--- src/include/uspc_defs.svh ---
// Constants for the USB port power switch control block
`ifndef USPC_DEFS_SVH
`define USPC_DEFS_SVH
`define USPC_CLK_NS        5
`define USPC_MASK_NS       5000
`define USPC_SHORT_NS      1000
`define USPC_RISE_NS       10000
`define USPC_CYCLE_NS      20000
`define USPC_HOLD_NS       10000
`define USPC_AW            8
`define USPC_DW            32
`define USPC_ADDR_CTRL     8'h00
`define USPC_ADDR_LIMIT    8'h04
`define USPC_ADDR_STATUS   8'h08
`define USPC_ADDR_QCLR     8'h0C
`define USPC_CTRL_RESET    32'h0000001B
`define USPC_LIMIT_RESET   32'h00000077
`define USPC_CTRL_SOFT     0
`define USPC_CTRL_BYPASS   2
`define USPC_CTRL_TRIP     3
`define USPC_CTRL_AUTO     4
`define USPC_CTRL_QEN      5
`define USPC_CTRL_ACT      6
`define USPC_LIMIT_STRIDE  4
`define USPC_LW            3
`define USPC_STRAP_POL     3
`define USPC_ACT_ASSERT    2'h0
`define USPC_ST_SW         0
`define USPC_ST_ALERT      2
`define USPC_ST_QUOTA      4
`define USPC_ST_RAISE      6
`define USPC_ST_SMBUS      7
`define USPC_ST_STRAP      8
`define USPC_ST_LIM1       12
`define USPC_ST_LIM2       16
`endif

--- src/include/uspc_pkg.sv ---
// Types for the USB port power switch control block
package uspc_pkg;
	typedef enum logic [1:0] {
		USPC_OFF,
		USPC_SOFT,
		USPC_ON,
		USPC_ERR
	} uspc_state_t;
	typedef logic [2:0] uspc_limit_t;
endpackage

--- src/design/uspc_hold.sv ---
// Pulse stretcher: output stays high at least HOLD cycles
`timescale 1ns/1ps
`default_nettype none
module uspc_hold #(
	parameter int HOLD = 16
) (
	input  wire logic clk,
	input  wire logic reset,
	input  wire logic ce,
	input  wire logic trig,
	output var  logic active
);
	localparam int CW = $clog2(HOLD + 1);
	localparam logic [CW-1:0] LOAD = CW'(HOLD - 1);
	logic [CW-1:0] cnt;
	wire           busy = (cnt != '0);

	always_ff @(posedge clk) begin
		if (reset) begin
			cnt    <= '0;
			active <= 1'b0;
		end else if (ce) begin
			// Retrigger reloads, so the hold runs from the last request
			cnt    <= trig ? LOAD : (busy ? cnt - 1'b1 : cnt);
			active <= trig | busy;
		end
	end
endmodule // uspc_hold
`default_nettype wire

--- src/design/uspc_persist.sv ---
// Persistence timer: flags a condition held for CYC cycles
`timescale 1ns/1ps
`default_nettype none
module uspc_persist #(
	parameter int CYC = 16
) (
	input  wire logic clk,
	input  wire logic reset,
	input  wire logic ce,
	input  wire logic cond,
	output var  logic expired
);
	localparam int CW = $clog2(CYC + 1);
	localparam logic [CW-1:0] LAST = CW'(CYC - 1);
	logic [CW-1:0] cnt;
	wire           at_last = (cnt == LAST);
	wire [CW-1:0]  next_cnt = !cond ? '0 : (at_last ? cnt : cnt + 1'b1);

	always_ff @(posedge clk) begin
		if (reset) begin
			cnt     <= '0;
			expired <= 1'b0;
		end else if (ce) begin
			cnt     <= next_cnt;
			expired <= cond & at_last;
		end
	end
endmodule // uspc_persist
`default_nettype wire

--- src/design/uspc_top.sv ---
// Dual USB port power switch control: enables, faults, converter_raise_n, limits
//
// Chosen here: the register addresses and the strobed register port.
`include "uspc_defs.svh"
`timescale 1ns/1ps
`default_nettype none
module uspc_top #(
	parameter int MASK_CYC  = (`USPC_MASK_NS + `USPC_CLK_NS - 1) / `USPC_CLK_NS,
	parameter int SHORT_CYC = `USPC_SHORT_NS / `USPC_CLK_NS,
	parameter int RISE_CYC  = (`USPC_RISE_NS + `USPC_CLK_NS - 1) / `USPC_CLK_NS,
	parameter int CYCLE_CYC = (`USPC_CYCLE_NS + `USPC_CLK_NS - 1) / `USPC_CLK_NS,
	parameter int HOLD_CYC  = (`USPC_HOLD_NS + `USPC_CLK_NS - 1) / `USPC_CLK_NS
) (
	input  wire logic                 clk,
	input  wire logic                 reset,
	input  wire logic                 ce,
	input  wire logic [`USPC_AW-1:0]  reg_addr,
	input  wire logic [`USPC_DW-1:0]  reg_wdata,
	input  wire logic                 reg_write,
	input  wire logic                 reg_read,
	output var  logic [`USPC_DW-1:0]  reg_rdata,
	input  wire logic [3:0]           mode_limit_strap,
	input  wire logic                 port1_power_request,
	input  wire logic                 port2_power_request,
	input  wire logic                 source_over_flag,
	input  wire logic                 port1_short_flag,
	input  wire logic                 port2_short_flag,
	input  wire logic                 port1_over_limit_flag,
	input  wire logic                 port2_over_limit_flag,
	input  wire logic                 port1_raise_flag,
	input  wire logic                 port2_raise_flag,
	input  wire logic                 port1_quota_reached,
	input  wire logic                 port2_quota_reached,
	input  wire logic                 port1_discharge_busy,
	input  wire logic                 port2_discharge_busy,
	output var  logic                 port1_switch_on,
	output var  logic                 port2_switch_on,
	output var  logic                 port1_soft_start,
	output var  logic                 port2_soft_start,
	output var  logic                 port1_short_limit,
	output var  logic                 port2_short_limit,
	output var  uspc_pkg::uspc_limit_t port1_current_limit,
	output var  uspc_pkg::uspc_limit_t port2_current_limit,
	output var  logic                 port1_alert_n_o,
	output var  logic                 port1_alert_n_oe,
	output var  logic                 port2_alert_n_o,
	output var  logic                 port2_alert_n_oe,
	output var  logic                 converter_raise_n_o,
	output var  logic                 converter_raise_n_oe
);
	localparam int RW = $clog2(RISE_CYC + 1);
	localparam int YW = $clog2(CYCLE_CYC + 1);
	localparam int TW = (RW > YW) ? RW : YW;
	localparam logic [TW-1:0] RISE_LAST  = TW'(RISE_CYC - 1);
	localparam logic [TW-1:0] CYCLE_LAST = TW'(CYCLE_CYC - 1);

	function automatic uspc_pkg::uspc_limit_t clamp_limit(
		input uspc_pkg::uspc_limit_t prog,
		input uspc_pkg::uspc_limit_t hw
	);
		clamp_limit = (prog > hw) ? hw : prog;
	endfunction

	// Registers and strap state
	logic [`USPC_DW-1:0]   ctrl;
	logic [`USPC_DW-1:0]   limit;
	logic [1:0]            quota_flag;
	logic                  strap_done;
	logic [3:0]            strap;
	logic [1:0]            sw_q;
	logic [1:0]            soft_q;
	logic [1:0]            short_q;
	logic [1:0]            alert_q;
	logic                  raise_q;
	logic                  drive_low;
	uspc_pkg::uspc_limit_t lim_q [2];
	logic                  ov_exp;
	logic [1:0]            short_exp;
	logic                  raise_hold;

	// Input grouping
	wire [1:0] pin_req   = {port2_power_request, port1_power_request};
	wire [1:0] short_f   = {port2_short_flag, port1_short_flag};
	wire [1:0] over_f    = {port2_over_limit_flag, port1_over_limit_flag};
	wire [1:0] raise_f   = {port2_raise_flag, port1_raise_flag};
	wire [1:0] quota_f   = {port2_quota_reached, port1_quota_reached};
	wire [1:0] dis_busy  = {port2_discharge_busy, port1_discharge_busy};

	// Strap decode
	wire                  active_low = strap[`USPC_STRAP_POL];
	wire                  smbus_mode = !strap[`USPC_STRAP_POL];
	wire uspc_pkg::uspc_limit_t hw_lim = strap[`USPC_LW-1:0];

	// Control fields
	wire       bypass    = ctrl[`USPC_CTRL_BYPASS];
	wire       trip_mode = ctrl[`USPC_CTRL_TRIP];
	wire       auto_rec  = ctrl[`USPC_CTRL_AUTO];
	wire       quota_en  = ctrl[`USPC_CTRL_QEN];

	// Register decode
	wire       sel_ctrl  = (reg_addr == `USPC_ADDR_CTRL);
	wire       sel_limit = (reg_addr == `USPC_ADDR_LIMIT);
	wire       sel_stat  = (reg_addr == `USPC_ADDR_STATUS);
	wire       sel_qclr  = (reg_addr == `USPC_ADDR_QCLR);
	wire [1:0] qclr      = (reg_write & sel_qclr) ? reg_wdata[1:0] : 2'h0;
	// Set wins over clear so a quota event in an enabled cycle is never lost
	wire [1:0] next_quota = (quota_flag & ~qclr) | quota_f;

	wire [`USPC_DW-1:0] status_word =
		(`USPC_DW'(sw_q)        << `USPC_ST_SW) |
		(`USPC_DW'(alert_q)     << `USPC_ST_ALERT) |
		(`USPC_DW'(quota_flag)  << `USPC_ST_QUOTA) |
		(`USPC_DW'(raise_q)     << `USPC_ST_RAISE) |
		(`USPC_DW'(smbus_mode)  << `USPC_ST_SMBUS) |
		(`USPC_DW'(strap)       << `USPC_ST_STRAP) |
		(`USPC_DW'(lim_q[0])    << `USPC_ST_LIM1) |
		(`USPC_DW'(lim_q[1])    << `USPC_ST_LIM2);

	wire [`USPC_DW-1:0] next_rdata =
		!reg_read ? '0 :
		sel_ctrl  ? ctrl :
		sel_limit ? limit :
		sel_stat  ? status_word : '0;

	// Strap caught once, on the first enabled edge after reset
	always_ff @(posedge clk) begin
		if (reset) begin
			strap_done <= 1'b0;
			strap      <= 4'h0;
		end else if (ce && !strap_done) begin
			strap_done <= 1'b1;
			strap      <= mode_limit_strap;
		end
	end

	always_ff @(posedge clk) begin
		if (reset) begin
			ctrl       <= `USPC_CTRL_RESET;
			limit      <= `USPC_LIMIT_RESET;
			quota_flag <= 2'h0;
			reg_rdata  <= '0;
		end else if (ce) begin
			if (reg_write && sel_ctrl)
				ctrl <= reg_wdata;
			if (reg_write && sel_limit)
				limit <= reg_wdata;
			quota_flag <= next_quota;
			reg_rdata  <= next_rdata;
		end
	end

	// Overvoltage persistence, shared by both ports
	uspc_persist #(
		.CYC (MASK_CYC)
	) u_ov_mask (
		.clk     (clk),
		.reset   (reset),
		.ce      (ce),
		.cond    (source_over_flag),
		.expired (ov_exp)
	);

	genvar p;
	generate
		for (p = 0; p < 2; p++) begin : g_port
			uspc_pkg::uspc_state_t state;
			uspc_pkg::uspc_state_t next_state;
			logic [TW-1:0]         tmr;
			logic                  en_q;

			wire pin_act  = pin_req[p] ^ active_low;
			wire soft_req = ctrl[`USPC_CTRL_SOFT + p];
			wire sa_en    = pin_act;
			wire sm_en    = bypass ? soft_req : (pin_act & soft_req);
			// Enables are not trusted until the strap polarity is known
			wire en       = strap_done & (smbus_mode ? sm_en : sa_en);
			wire en_rise  = en & !en_q;
			wire [1:0] act = ctrl[`USPC_CTRL_ACT + 2*p +: 2];
			wire quota_alert = quota_en & quota_flag[p] & (act == `USPC_ACT_ASSERT);
			wire trip_now = trip_mode & over_f[p] & sw_q[p];
			wire err_now  = ov_exp | short_exp[p] | trip_now;
			wire clear_now = !source_over_flag & !short_f[p] & !over_f[p];
			wire rise_done = (tmr == RISE_LAST);
			wire cyc_done  = (tmr >= CYCLE_LAST);
			wire closing   = (next_state == uspc_pkg::USPC_SOFT) ||
				(next_state == uspc_pkg::USPC_ON);
			wire [TW-1:0] next_tmr = (next_state != state) ? '0 :
				(cyc_done ? tmr : tmr + 1'b1);

			uspc_persist #(
				.CYC (SHORT_CYC)
			) u_short (
				.clk     (clk),
				.reset   (reset),
				.ce      (ce),
				.cond    (short_f[p] & sw_q[p]),
				.expired (short_exp[p])
			);

			always_comb begin
				next_state = state;
				case (state)
					uspc_pkg::USPC_OFF: begin
						if (en_rise && !err_now)
							next_state = uspc_pkg::USPC_SOFT;
						else if (en_rise || ov_exp)
							next_state = uspc_pkg::USPC_ERR;
					end
					uspc_pkg::USPC_SOFT: begin
						if (err_now)
							next_state = uspc_pkg::USPC_ERR;
						else if (!en)
							next_state = uspc_pkg::USPC_OFF;
						else if (rise_done)
							next_state = uspc_pkg::USPC_ON;
					end
					uspc_pkg::USPC_ON: begin
						if (err_now)
							next_state = uspc_pkg::USPC_ERR;
						else if (!en)
							next_state = uspc_pkg::USPC_OFF;
					end
					uspc_pkg::USPC_ERR: begin
						// Latched handling leaves only after the enable is toggled off
						if (auto_rec && cyc_done && clear_now)
							next_state = en ? uspc_pkg::USPC_ON : uspc_pkg::USPC_OFF;
						else if (!auto_rec && !en && clear_now)
							next_state = uspc_pkg::USPC_OFF;
					end
					default: next_state = uspc_pkg::USPC_OFF;
				endcase
			end

			always_ff @(posedge clk) begin
				if (reset) begin
					state <= uspc_pkg::USPC_OFF;
					tmr   <= '0;
					en_q  <= 1'b0;
				end else if (ce) begin
					state <= next_state;
					tmr   <= next_tmr;
					en_q  <= en;
				end
			end

			always_ff @(posedge clk) begin
				if (reset) begin
					sw_q[p]    <= 1'b0;
					soft_q[p]  <= 1'b0;
					short_q[p] <= 1'b0;
					alert_q[p] <= 1'b0;
					lim_q[p]   <= '0;
				end else if (ce) begin
					sw_q[p]    <= closing & en & !dis_busy[p];
					soft_q[p]  <= (next_state == uspc_pkg::USPC_SOFT);
					short_q[p] <= short_f[p] & sw_q[p];
					alert_q[p] <= (next_state == uspc_pkg::USPC_ERR) | quota_alert;
					lim_q[p]   <= clamp_limit(limit[`USPC_LIMIT_STRIDE*p +: `USPC_LW], hw_lim);
				end
			end
		end
	endgenerate

	// Converter_raise_n request from either closed port
	uspc_hold #(
		.HOLD (HOLD_CYC)
	) u_raise (
		.clk    (clk),
		.reset  (reset),
		.ce     (ce),
		.trig   (|(raise_f & sw_q)),
		.active (raise_hold)
	);

	always_ff @(posedge clk) begin
		if (reset) begin
			raise_q   <= 1'b0;
			drive_low <= 1'b0;
		end else if (ce) begin
			raise_q   <= raise_hold;
			drive_low <= 1'b0;
		end
	end

	// Open-drain pins only ever pull low; enable marks the asserted level
	assign port1_alert_n_o      = drive_low;
	assign port2_alert_n_o      = drive_low;
	assign port1_alert_n_oe     = alert_q[0];
	assign port2_alert_n_oe     = alert_q[1];
	assign converter_raise_n_o  = drive_low;
	assign converter_raise_n_oe = raise_q;
	assign port1_switch_on      = sw_q[0];
	assign port2_switch_on      = sw_q[1];
	assign port1_soft_start     = soft_q[0];
	assign port2_soft_start     = soft_q[1];
	assign port1_short_limit    = short_q[0];
	assign port2_short_limit    = short_q[1];
	assign port1_current_limit  = lim_q[0];
	assign port2_current_limit  = lim_q[1];
endmodule // uspc_top
`default_nettype wire

--- config.mk ---
export PLATFORM = sky130hd
export DESIGN_NAME = uspc_top
export DESIGN_NICKNAME = d
export VERILOG_FILES = /design/src/include/uspc_pkg.sv /design/src/design/uspc_hold.sv /design/src/design/uspc_persist.sv /design/src/design/uspc_top.sv
export VERILOG_INCLUDE_DIRS = /design/src /design/src/include
export SDC_FILE = /design/constraint.sdc
export NUM_CORES = 1
export LEC_CHECK = 0
export CAP_MARGIN = 25
export CELL_PAD_IN_SITES_DETAIL_PLACEMENT = 0
export CELL_PAD_IN_SITES_GLOBAL_PLACEMENT = 1
export CORE_UTILIZATION = 30
export CTS_BUF_LIST = sky130_fd_sc_hd__clkbuf_8
export DETAILED_ROUTE_END_ITERATION = 12
export DONT_BUFFER_PORTS = 1
export PLACE_DENSITY_LB_ADDON = 0.1
export SYNTH_ARGS = -nofsm -noshare
export SYNTH_HDL_FRONTEND = slang
export SYNTH_SLANG_ARGS = --single-unit
--- constraint.sdc ---
create_clock -name clk -period 4.55 [get_ports clk]
set_input_delay 0.91 -clock clk [delete_from_list [all_inputs] [get_ports clk]]
set_output_delay 0.91 -clock clk [all_outputs]
set_load 0.01 [all_outputs]
[Yosys cells after proc, flatten, opt, wreduce, memory -nomap -nowiden]
Memory sizes are Yosys's and may differ from the RTL's.
Cells that the tools add are included.
Storage, ports and cells
  bits in registers: 183
  bits in writable memories: 6
  bits of input ports: 62
  output and inout bits: 50
  logic and storage cells: 218
  memories: 1
Cells by class
  $add $sub $neg: 6
  magnitude comparators: 4
  eq/ne operators: 27
  multiplexer cells: 52
  bitwise logic cells: 50
  reduce and logical (&&, ||, !) cells: 49
Memory list
  lim_q: depth 2, width 3, read ports 2, clocked after Yosys merged registers in 0, wr ports 2, RTL line uspc_top.sv:76  | uspc_pkg::uspc_limit_t lim_q [2];
Operator list (count)
  2-to-1 mux 32 bit: 3
  2-to-1 mux 12 bit: 4
  2-to-1 mux 2 bit: 21
  2-to-1 mux 8 bit: 4
  AND 1 bit: 28
  adder 12 x 1 -> 12 bit, second input constant: 2
  == test 12 x 11 -> 1 bit, second input constant: 2
  greater-or-equal comparator 12 bit, second input constant: 2
  2-to-1 mux 11 bit: 2
  2-to-1 mux 10 bit: 2
  2-to-1 mux 19 bit: 1
  OR 15 x 19 -> 19 bit: 1
  adder 8 x 1 -> 8 bit, second input constant: 2
  == test 2 bit, second input constant: 8
  == test 8 x 4 -> 1 bit, second input constant: 2
  == test 8 bit, second input constant: 2
  zero test 1 bit: 16
  one-hot mux 2 bit (4 select lines): 2
  AND reduction 2 bit: 8
  OR 12 x 15 -> 15 bit: 1
  logical AND 1 bit: 13
  2-to-1 mux 3 bit: 4
  OR 8 x 12 -> 12 bit: 1
  nonzero test 11 bit: 1
  24 further kinds: 56

[Depth between registers and ports, before layout]
Gate-level depths: netlist (run 1).
  depth after elaboration: 15
  mapped depth: 11
  depth with buffers taken out: 11

[Hierarchy]
Synthesis (run 1) repeated with hierarchy kept, for this count alone.
Second synthesis, totals
  cells, all modules: 1108
  area, all modules: 9162.5 µm²
By module, submodules not included
  uspc_top: times used 1, cells an instance 843, area an instance 6801.5 µm², sequential area each 3022.9 µm²
  uspc_persist (g_port[0].u_short ...): times used 2, cells an instance 58, area an instance 554.3 µm², sequential area each 180.2 µm²
  uspc_hold: times used 1, cells an instance 73, area an instance 645.6 µm², sequential area each 240.2 µm²
  uspc_persist (u_ov_mask): times used 1, cells an instance 76, area an instance 606.8 µm², sequential area each 220.2 µm²

[Worst setup path after synthesis (run 1)]
Ideal clock, no wire load.
  path type: input -> register
  from: input port port2_power_request
  to: register sw_q[1], in the netlist port2_switch_on
  setup time: 101 ps
  data arrival time: 2592 ps
  required time: 4449 ps
  setup slack: 1857 ps
  stages on the path: 8
  buffers on the path: 0
  path through: o21ai_0 > mux2i_1 > nand2_1 > o211a_1 > a22o_1 > a21oi_1 > ha_1 > o41ai_1
On the way
  cells in the longest elaborated chain, start to end: 15
  elaborated cells between the ends (all ways): 26
  those cells by class: eq/ne (2); mux (12); bitwise (6); reduce/logical (6)
Ends and longest elaborated chain
  start, declared: RTL line uspc_top.sv:24  | input wire logic port2_power_request,
  XOR 1 bit *: RTL line uspc_top.sv:171  | wire pin_act = pin_req[p] ^ active_low;
  AND 1 bit: RTL line uspc_top.sv:174  | wire sm_en = bypass ? soft_req : (pin_act & soft_req);
  2-to-1 mux 1 bit: RTL line uspc_top.sv:174
  2-to-1 mux 1 bit *: RTL line uspc_top.sv:176  | wire en = strap_done & (smbus_mode ? sm_en : sa_en);
  AND 1 bit *: RTL line uspc_top.sv:176
  zero test 1 bit: RTL line uspc_top.sv:227  | else if (!auto_rec && !en && clear_now)
  logical AND 1 bit (2 in series): RTL line uspc_top.sv:227
  2-to-1 mux 2 bit: RTL line uspc_top.sv:227
  2-to-1 mux 2 bit: RTL line uspc_top.sv:225  | if (auto_rec && cyc_done && clear_now)
  one-hot mux 2 bit (4 select lines) *: RTL line uspc_top.sv:202  | case (state)
  via g_port[1].next_state[0]: RTL line uspc_top.sv:167  | uspc_pkg::uspc_state_t next_state;
  == test 2 x 1 -> 1 bit / == test 2 bit (equally long branches): RTL line uspc_top.sv:185, uspc_top.sv:186
  logical OR 1 bit *: RTL line uspc_top.sv:185  | wire closing = (next_state == uspc_pkg::USPC_SOFT) ||
  AND 1 bit * (2 in series): RTL line uspc_top.sv:254  | sw_q[p] <= closing & en & !dis_busy[p];
  end signal, assigned by index: RTL line uspc_top.sv:254
  end, declared: RTL line uspc_top.sv:70  | logic [1:0] sw_q;
Mark *: on every way through the listed nets, which the timed path passes. The rest lies on a longest branch.
A chain may end at the register's enable or synchronous reset.

[Worst setup path after layout (run 1)]
  from: register g_port[1].tmr[0]
  to: register sw_q[1], in the netlist port2_switch_on
On the way
  cells in the longest elaborated chain, start to end: 9
  elaborated cells between the ends (all ways): 14
  those cells by class: order compare (1); eq/ne (3); mux (5); bitwise (2); reduce/logical (3)
Ends and longest elaborated chain
  start, declared: RTL line uspc_top.sv:168  | logic [TW-1:0] tmr;
  start signal, assigned: RTL line uspc_top.sv:241  | tmr <= next_tmr;
  greater-or-equal comparator 12 bit / == test 12 x 11 -> 1 bit (equally long branches): RTL line uspc_top.sv:184, uspc_top.sv:183
  logical AND 1 bit / 2-to-1 mux 2 bit (equally long branches): RTL line uspc_top.sv:225, uspc_top.sv:214
  logical AND 1 bit / 2-to-1 mux 2 bit (equally long branches): RTL line uspc_top.sv:225, uspc_top.sv:212
  2-to-1 mux 2 bit, on equally long branches: RTL line uspc_top.sv:225, uspc_top.sv:210
  one-hot mux 2 bit (4 select lines) *: RTL line uspc_top.sv:202
  via g_port[1].next_state[0]: RTL line uspc_top.sv:167
  == test 2 x 1 -> 1 bit / == test 2 bit (equally long branches): RTL line uspc_top.sv:185, uspc_top.sv:186
  logical OR 1 bit *: RTL line uspc_top.sv:185
  AND 1 bit * (2 in series): RTL line uspc_top.sv:254
Marked as above.

==> results_dict.tcl, run 1 <==
set metrics [dict create \
    synth_compound_area_share_pct 15.6 \
    cts_setup_buffers 0 \
    drtIter0Drc 392 \
    grt_remaining_overflow 0 \
    post-route-util_pct 33.1 \
    fin_tns_setup_ns 0 \
    grt_pass1_wl_mm 38.2 \
    layout_min_cycle_time_ns 2.81 \
    cp.required_ns 4.93 \
    ant_nets 0 \
    finalNetCount 1108 \
    synth_seq_area_share_pct 44.6 \
    cts_tree "yes" \
    synth_warnings 0 \
    async_flop_share_pct 0 \
    post-synth-top-count-cell "nand2_1" \
    gp_congestion 0.758 \
    powerDensity_mw_per_mm2 368 \
    synth-simple-area-share_pct 25.1 \
    slew_headroom_pct 43.3 \
    worstSetupPathType "flop to flop" \
    grt_pass1_vias 6594 \
    synth_cells 1075 \
    antenna_cells 0 \
    numCtsBuffers 17 \
    ys_ff_latch 189 \
    grt_usage_pct 17.0 \
    min_path_type "flop to flop" \
    coreArea_mm2 0.0280 \
    dr_total_vias 7020 \
    synthTopCellsByCount "nand2_1 (227), dfxtp_1 (183), nor2_1 (118)" \
    clockBufferDepth 2 \
    hpwl_mm 16.7 \
    area_delta_synth_final_pct 7.47 \
    initial_core_util_pct 30.8 \
    synth_fa_ha_area_share_pct 2.44 \
    placed_area_mm2 0.00886 \
    synthMuxAreaShare_pct 3.28 \
    worstMarginPinSlew_ns 0.850 \
    cp.arrival_ns 3.19 \
    ctsHtreeMaxLevel 4 \
    clk_pin_slew_worst_paths_ns 0.11 \
    fillers 3027 \
    portBuffers 0 \
    grt.met3_usage_pct 5.11 \
    use_met2_pct 25.6 \
    drc 0 \
    p_leak_nw 3.31 \
    synth_xor_area_share_pct 4.06 \
    die_w_um 172 \
    cap_violations 0 \
    grt_start_max_net_pins 110 \
    top_usage_layer "met2" \
    dieArea_mm2 0.0294 \
    rows 61 \
    chipHeight_um 172 \
    synth_enable_flop_cells 6 \
    ctsResizeCount 0 \
    hold_viol 0 \
    clock_sinks 189 \
    antenna_found_initial 0 \
    end_kind "flop" \
    syn_avg_cell_area_um2 8.02 \
    critPathMaxFanout 8 \
    setup_viol 0 \
    post_drt_via_cell_ratio 4.94 \
    yosys.cell_types.count 62 \
    status "complete, no violations" \
    synth_top_area_share_pct 42.5 \
    drive_gt1_share_pct 4.99 \
    design_area_mm2 0.00927 \
    yosysTopAreaCell "dfxtp_1" \
    drt_wl_total_mm 24.5 \
    drv_slew 0 \
    fmax_ghz 0.356 \
    clkLatencyLatePin_ns 0.49 \
    wl_per_cell_um 17.2 \
    setup_slack_ns 1.74 \
    dr.pass1.iters 6 \
    synthFlopType "dfxtp_1" \
    netlist_area_mm2 0.00862 \
    period_share_pct 61.7 \
    synth_top_family_by_area "simple AND/OR/NAND/NOR gates" \
    io_pins 112 \
    place_ws_ns 1.32 \
    ir_drop_uv 246 \
    root_buffer "clkbuf_8" \
    fin_skew_ns 0.0186 \
    start_kind "flop" \
    grt_use_met1_pct 23.6 \
    synthTopCellsByArea "dfxtp_1 (42%), nand2_1 (9.9%), a21oi_1 (6.0%), nor2_1 (5.1%), mux2i_1 (3.0%)" \
    hold_buffers 0 \
    rsz0062_at_grt "false" \
]
==> critical path, cell delays in order (launching register included) <==
cell and delay, ns:
dfxtp_1 0.35, ha_1 0.24, and4_1 0.22, o311ai_2 0.53, nand2_1 0.15, o211a_1 0.15
a22o_1 0.23, a21oi_1 0.25, ha_1 0.28, o41ai_1 0.32
==> kinds of logic (layout without fill, tap and decap cells) <==
kind of cell,after synthesis,in the layout
buffers and inverters,102,68
other,1,3
xor gates and xnor gates,40,40
muxes,28,28
adders and majority gates,17,17
and+or+nand+nor,482,482
AOI/OAI and AO/OA,216,216
DFF,189,189
==> per-stage QoR <==
step           hold WS, ns  power (mW)  std cells
3_5_place_dp         0.439        2.28       1389
3_3_place_gp         0.437        2.29       1389
2_1_floorplan        0.425        2.22       1077
6_report             0.457        3.41       1421
4_1_cts              0.456        3.48       1421
5_1_grt              0.458        3.61       1421
==> final cells by class <==
cell class	count	area [um^2]	area share [%]
clock buffer	17	234	2.53
clock inverter	15	175	1.89
inverter	30	113	1.22
multi-input combinational	786	4380	47.3
sequential	189	3840	41.5
tap	378	473	5.10
timing repair buffer	6	45.0	0.486
==> sequential cells by signal (all words and copies together), names as in the netlist, 2 cells and up <==
signal	count
g_port.u_short.expired	2
g_port.state	4
quota_flag	2
reg_rdata	32
g_port.en_q	2
limit	32
strap	4
g_port.tmr	24
g_port.u_short.cnt	16
u_ov_mask.cnt	10
ctrl	32
lim_q	6
u_raise.cnt	11
==> worst paths after layout <==
kind                          from  depth (start not counted)  slack [ns]              end
hold reg to reg          limit[11]                          2        0.46        limit[11]
setup / recovery  g_port[1].tmr[0]                          9        1.74  port2_switch_on
hold / removal           limit[11]                          2        0.46        limit[11]
setup reg to reg  g_port[1].tmr[0]                          9        1.74  port2_switch_on
==> cells in the final DEF, fill, tap and decap left out, types with 9 or more instances in the layout <==
master,count
a21oi_1,103
a31oi_1,9
clkbuf_8,17
dfxtp_1,183
ha_1,16
inv_1,30
mux2i_1,26
nand2_1,227
nand3_1,21
nand3b_1,10
nand4_1,16
nor2_1,116
nor2b_1,21
nor3_1,18
o21ai_0,32
o221ai_1,16
xnor2_1,23
xor2_1,17
==> layer usage <==
layer	wire length [um]	share of wire, %	up-vias
met5	0	0	-
met4	205	0.84	0
met1	12100	49	3285
met2	10600	43	134
met3	1580	6.4	14
li1	-	-	3587
==> power breakdown <==
| group | internal (mW) | total (mW) | switching [mW] |
|---|---|---|---|
| registers | 1.73 | 1.80 | 0.0719 |
| clock network | 0.465 | 1.17 | 0.707 |
| logic | 0.197 | 0.434 | 0.237 |
| total | 2.39 | 3.41 | 1.02 |
(Power assumes the default switching activity.)
==> inputs of run 2 (changes only) <==
==> constraint.sdc (replaced) <==
create_clock -name clk -period 2.9 [get_ports clk]
set_input_delay 0.58 -clock clk [delete_from_list [all_inputs] [get_ports clk]]
set_output_delay 0.58 -clock clk [all_outputs]
set_load 0.01 [all_outputs]
==> run 2 against run 1 <==
Critical path depth grew 1. Flip-flop and latch count did not move. Utilization increased by 0.25 points. Highest routed layer unchanged. Critical path type unchanged. Global-route usage increased by 0.19 points. Power up 53%.
==> results_dict.tcl, run 2 (synthesized netlist as in run 1, its figures left out) <==
set metrics [dict create \
    post_drt_via_cell_ratio 4.85 \
    grt_start_max_net_pins 110 \
    grt_pass1_wl_mm 38.5 \
    hold_buffers 0 \
    drc 0 \
    hpwl_mm 16.8 \
    hold_viol 0 \
    worstMarginPinSlew_ns 0.732 \
    ant_nets 0 \
    drive_gt1_share_pct 5.70 \
    fmax_ghz 0.375 \
    dr.pass1.iters 5 \
    antenna_found_initial 1 \
    coreArea_mm2 0.0280 \
    layout_min_cycle_time_ns 2.67 \
    placed_area_mm2 0.00896 \
    setup_viol 0 \
    root_buffer "clkbuf_8" \
    final_cell_count_no_fill 1433 \
    slew_headroom_pct 51.1 \
    finalNetCount 1118 \
    drv_slew 0 \
    die_w_um 172 \
    clkLatencyLatePin_ns 0.48 \
    powerDensity_mw_per_mm2 559 \
    ctsHtreeMaxLevel 4 \
    worstSetupPathType "flop to flop" \
    cp.required_ns 3.31 \
    design_area_mm2 0.00933 \
    status "complete, no violations" \
    cts_setup_buffers 0 \
    initial_core_util_pct 30.8 \
    grt_pass1_vias 6646 \
    numCtsBuffers 17 \
    io_pins 112 \
    clockBufferDepth 2 \
    p_leak_nw 3.34 \
    drt_wl_total_mm 24.8 \
    wl_per_cell_um 17.3 \
    gp_congestion 0.769 \
    cap_violations 0 \
    area_delta_synth_final_pct 8.27 \
    grt_usage_pct 17.2 \
    critPathMaxFanout 10 \
    fin_tns_setup_ns 0 \
    rsz0062_at_grt "false" \
    end_kind "flop" \
    rows 61 \
    clk_pin_slew_worst_paths_ns 0.11 \
    layout_commonest_cell "nand2_1" \
    drtIter0Drc 402 \
    ir_drop_uv 226 \
    min_path_type "input port to flop" \
    dp_cells 1399 \
    grt_remaining_overflow 0 \
    reg_top3 "ctrl (32), limit (32), reg_rdata (32)" \
    cp.arrival_ns 3.07 \
    chipHeight_um 172 \
    fin_skew_ns 0.0183 \
    finalPower_mw 5.22 \
    start_kind "flop" \
    ctsResizeCount 0 \
    dr_total_vias 6945 \
    clock_sinks 189 \
    portBuffers 0 \
    dieArea_mm2 0.0294 \
    period_share_pct 92.0 \
    cts_tree "yes" \
    mostFrequentLayoutCells "nand2_1 (227), dfxtp_1 (183), nor2_1 (116), a21oi_1 (103), o21ai_0 (32)" \
]
==> run 2: worst paths after layout <==
check / cells after the start / slack, ns / end / from
setup / recovery: 10 / 0.23 / u_raise.cnt[7] / u_raise.cnt[0]
hold / removal: 1 / 0.18 / g_port[0].u_short.cnt[1] / reset
setup reg to reg: 10 / 0.23 / u_raise.cnt[7] / u_raise.cnt[0]
hold reg to reg: 2 / 0.46 / limit[16] / limit[16]
==> run 2: power by group <==
group	internal (mW)	switching (mW)
Clock	0.626	1.07
Combinational	0.321	0.373
Sequential	2.72	0.116
Total	3.66	1.56
==> run 2: layer usage <==
metal | up-vias | global-route usage (%) | wire length [um]
li1 | 3604 | - | -
met1 | 3231 | 23.1 | 12000
met2 | 103 | 26.6 | 11000
met3 | 7 | 5.68 | 1600
met4 | 0 | 3.84 | 168
met5 | - | 0 | 0
==> run 2: metrics by stage <==
stage | setup slack [ns] | util, % | hold slack, ns
final | 0.233 | 33.3 | 0.183
after detailed placement | 0.269 | 32.0 | 0.440
after global routing | 0.0253 | 33.3 | 0.137
after floorplan | 0.429 | - | 0.425
after global placement | 0.287 | 32.0 | 0.436
after CTS | 0.232 | 33.3 | 0.136
==> run 2: final cells by class <==
type | instances | area (um^2)
fill | 3066 | 18700
multi-input combinational | 786 | 4380
sequential | 189 | 3840
tap | 378 | 473
clock buffer | 17 | 234
timing repair buffer | 16 | 145
clock inverter | 15 | 139
inverter | 30 | 113
antenna | 2 | 5.00
==> run 2: critical path: stages, from the launching register on <==
cell,delay (ns)
dfxtp_1,0.34
inv_1,0.07
ha_1,0.18
or3b_2,0.50
or2_1,0.24
or3_4,0.35
o31ai_4,0.37
or3_2,0.22
nor4_1,0.05
xnor2_1,0.13
a21oi_1,0.14
==> inputs of run 3 (changes only) <==
--- a/config.mk
+++ b/config.mk
@@ -6,6 +6,7 @@
 export SDC_FILE = /design/constraint.sdc
 export NUM_CORES = 1
 export LEC_CHECK = 0
+export ABC_AREA = 1
 export CAP_MARGIN = 25
 export CELL_PAD_IN_SITES_DETAIL_PLACEMENT = 0
 export CELL_PAD_IN_SITES_GLOBAL_PLACEMENT = 1
==> run 3 against run 2 <==
Setup slack better by 0.19 ns. Largest cell class unchanged. Largest power group unchanged. Fmax up 7.7%. Flip-flop and latch count unchanged. Synthesized cell count up 15%. Final area up 3.5%. Highest routed layer unchanged. Via count up 13%. Combinational power up 2%. Critical path type unchanged.
==> results_dict.tcl, run 3 <==
set metrics [dict create \
    status "complete, no violations" \
    portBuffers 0 \
    clock_sinks 189 \
    p_int_mw 3.61 \
    cp_cell_sequence "ha_1 > nand2_1 > nor2_1 > nand4_1 > nand3_1 > nand3_1 > nand2_1 > nand2_1 > nand2_1 > nand2_1 > o21ai_0 > a21boi_0" \
    critPathMaxFanout 11 \
    hpwl_mm 19.4 \
    chipHeight_um 175 \
    mostFrequentLayoutCells "nor2_1 (223), dfxtp_1 (183), nand2_1 (178), inv_1 (111), o21ai_0 (105)" \
    post_drt_via_cell_ratio 4.92 \
    seqPwrFrac_pct 52.3 \
    drt_wl_total_mm 28.1 \
    worstMarginPinSlew_ns 0.610 \
    synthFlopType "dfxtp_1" \
    multiInputGateArea_mm2 0.00437 \
    slew_headroom_pct 59.3 \
    rsz0062_at_grt "false" \
    fmax_ghz 0.404 \
    hold_viol 0 \
    start_kind "flop" \
    drive_gt1_share_pct 6.65 \
    grt_pass1_vias 7875 \
    async_flop_share_pct 0 \
    synth_cells 1233 \
    hold_buffers 0 \
    grt_pass1_wl_mm 45.6 \
    worst_path_max_delay_cell "dfxtp_1" \
    cts_tree "yes" \
    setup_viol 0 \
    fin_skew_ns 0.0243 \
    ir_drop_uv 244 \
    switching_share_pct 32.1 \
    coreArea_mm2 0.0290 \
    antenna_found_initial 0 \
    area_delta_synth_final_pct 8.12 \
    syn_avg_cell_area_um2 7.25 \
    min_path_type "input port to flop" \
    drtIter0Drc 451 \
    clockBufferDepth 2 \
    worstSetupPathType "flop to flop" \
    layout_commonest_cell "nor2_1" \
    cpPeakStageDelay_ns 0.39 \
    fin_tns_setup_ns 0 \
    yosys.cell_types.count 52 \
    synthTopCellsByCount "nor2_1 (226), dfxtp_1 (183), nand2_1 (178)" \
    final_cell_count_no_fill 1602 \
    setup_slack_ns 0.424 \
    dr_total_vias 7882 \
    wl_per_cell_um 17.5 \
    layout_min_cycle_time_ns 2.48 \
    cp.required_ns 3.30 \
    power_frac_comb_pct 13.3 \
    antenna_cells 0 \
    drc 0 \
    fillers 3203 \
    dr.pass1.iters 5 \
    finalNetCount 1283 \
    clockPowerShare_pct 34.4 \
    place_ws_ns 0.374 \
    netlist_area_mm2 0.00893 \
    gp_congestion 0.754 \
    cap_violations 0 \
    dieArea_mm2 0.0305 \
    reg_top3 "ctrl (32), limit (32), reg_rdata (32)" \
    die_w_um 175 \
    synth_warnings 0 \
    synth_top_area_share_pct 41.0 \
    drv_slew 0 \
    cp_common_cell "nand2_1" \
    grt_remaining_overflow 0 \
    grt_usage_pct 19.2 \
    yosysTopAreaCell "dfxtp_1" \
    ctsHtreeMaxLevel 4 \
    p_leak_nw 3.91 \
    ctsResizeCount 0 \
    synth_seq_area_share_pct 43.0 \
    ys_ff_latch 189 \
    clk_pin_slew_worst_paths_ns 0.12 \
    end_kind "flop" \
    initial_core_util_pct 30.8 \
    grt_start_max_net_pins 54 \
    io_pins 112 \
    cts_setup_buffers 0 \
    numCtsBuffers 17 \
    rows 62 \
    synth_enable_flop_cells 6 \
    post-synth-top-count-cell "nor2_1" \
    reg2reg_slack_ns 0.42 \
    dp_cells 1570 \
    synthTopCellsByArea "dfxtp_1 (41%), nor2_1 (9.5%), nand2_1 (7.5%), o21ai_0 (5.9%), nand3_1 (5.7%)" \
    root_buffer "clkbuf_8" \
    p_switching_mw 1.71 \
    cp.arrival_ns 2.87 \
    period_share_pct 85.4 \
    ant_nets 0 \
    seq_area_mm2 0.00384 \
    clkLatencyLatePin_ns 0.48 \
    powerDensity_mw_per_mm2 551 \
]
## run 3: per-stage QoR
stage | cell area, um^2 | util (%) | hold slack [ns] | power, mW
after floorplan | 8940 | - | 0.423 | 3.40
after global placement | 9250 | 31.9 | 0.448 | 3.56
after detailed placement | 9250 | 31.9 | 0.449 | 3.56
after CTS | 9660 | 33.3 | 0.0965 | 5.42
after global routing | 9660 | 33.3 | 0.0911 | 5.63
final | 9660 | 33.3 | 0.144 | 5.32
## run 3: layout make-up
cell class	count	share of cell area, %
inverter	116	4.52
sequential	189	39.8
multi-input combinational	866	45.2
clock inverter	14	1.66
timing repair buffer	15	1.30
clock buffer	18	2.56
tap	384	4.97
## run 3: cells by family after synthesis
| family | after synthesis | synth area share (%) |
|---|---|---|
| AO/OA/AOI/OAI | 264 | 17.3 |
| XOR/XNOR | 16 | 1.57 |
| adder cells (fa/ha/maj) | 16 | 2.24 |
| buffers and inverters | 180 | 8.28 |
| flip-flops | 189 | 43.0 |
| other | 1 | 0.0420 |
| AND/OR/NAND/NOR | 567 | 27.6 |
## run 3: routing by layer
| metal | part of all wire (%) | wire length, um | global-route usage [%] |
|---|---|---|---|
| met4 | 1.2 | 334 | 4.71 |
| met3 | 3.7 | 1050 | 3.87 |
| met2 | 44 | 12400 | 29.8 |
| met5 | 0 | 0 | 0 |
| met1 | 51 | 14300 | 27.1 |
## run 3: worst paths after layout
check	start	to	depth (start not counted)
worst max-delay path	g_port[1].tmr[0]	g_port[1].tmr[11]	12
worst min-delay path	reset	g_port[1].u_short.cnt[1]	1
worst max register to register	g_port[1].tmr[0]	g_port[1].tmr[11]	12
worst min register to register	g_port[1].u_short.cnt[7]	g_port[1].u_short.cnt[7]	1
## run 3: power groups by stage
stage,sequential (mW),combinational (mW),clock [mW]
6_report,2.79,0.706,1.83
5_1_grt,2.80,0.814,2.02
4_1_cts,2.79,0.716,1.92
3_5_place_dp,2.85,0.712,0
3_3_place_gp,2.85,0.715,0
2_1_floorplan,2.82,0.582,0
## run 3: worst max-delay path, delay by kind of cell (launching register included)
family	cells	cell delay, ns
AO/OA/AOI/OAI	2	0.55
flip-flops	1	0.39
AND/OR/NAND/NOR	9	1.30
adder cells (fa/ha/maj)	1	0.19
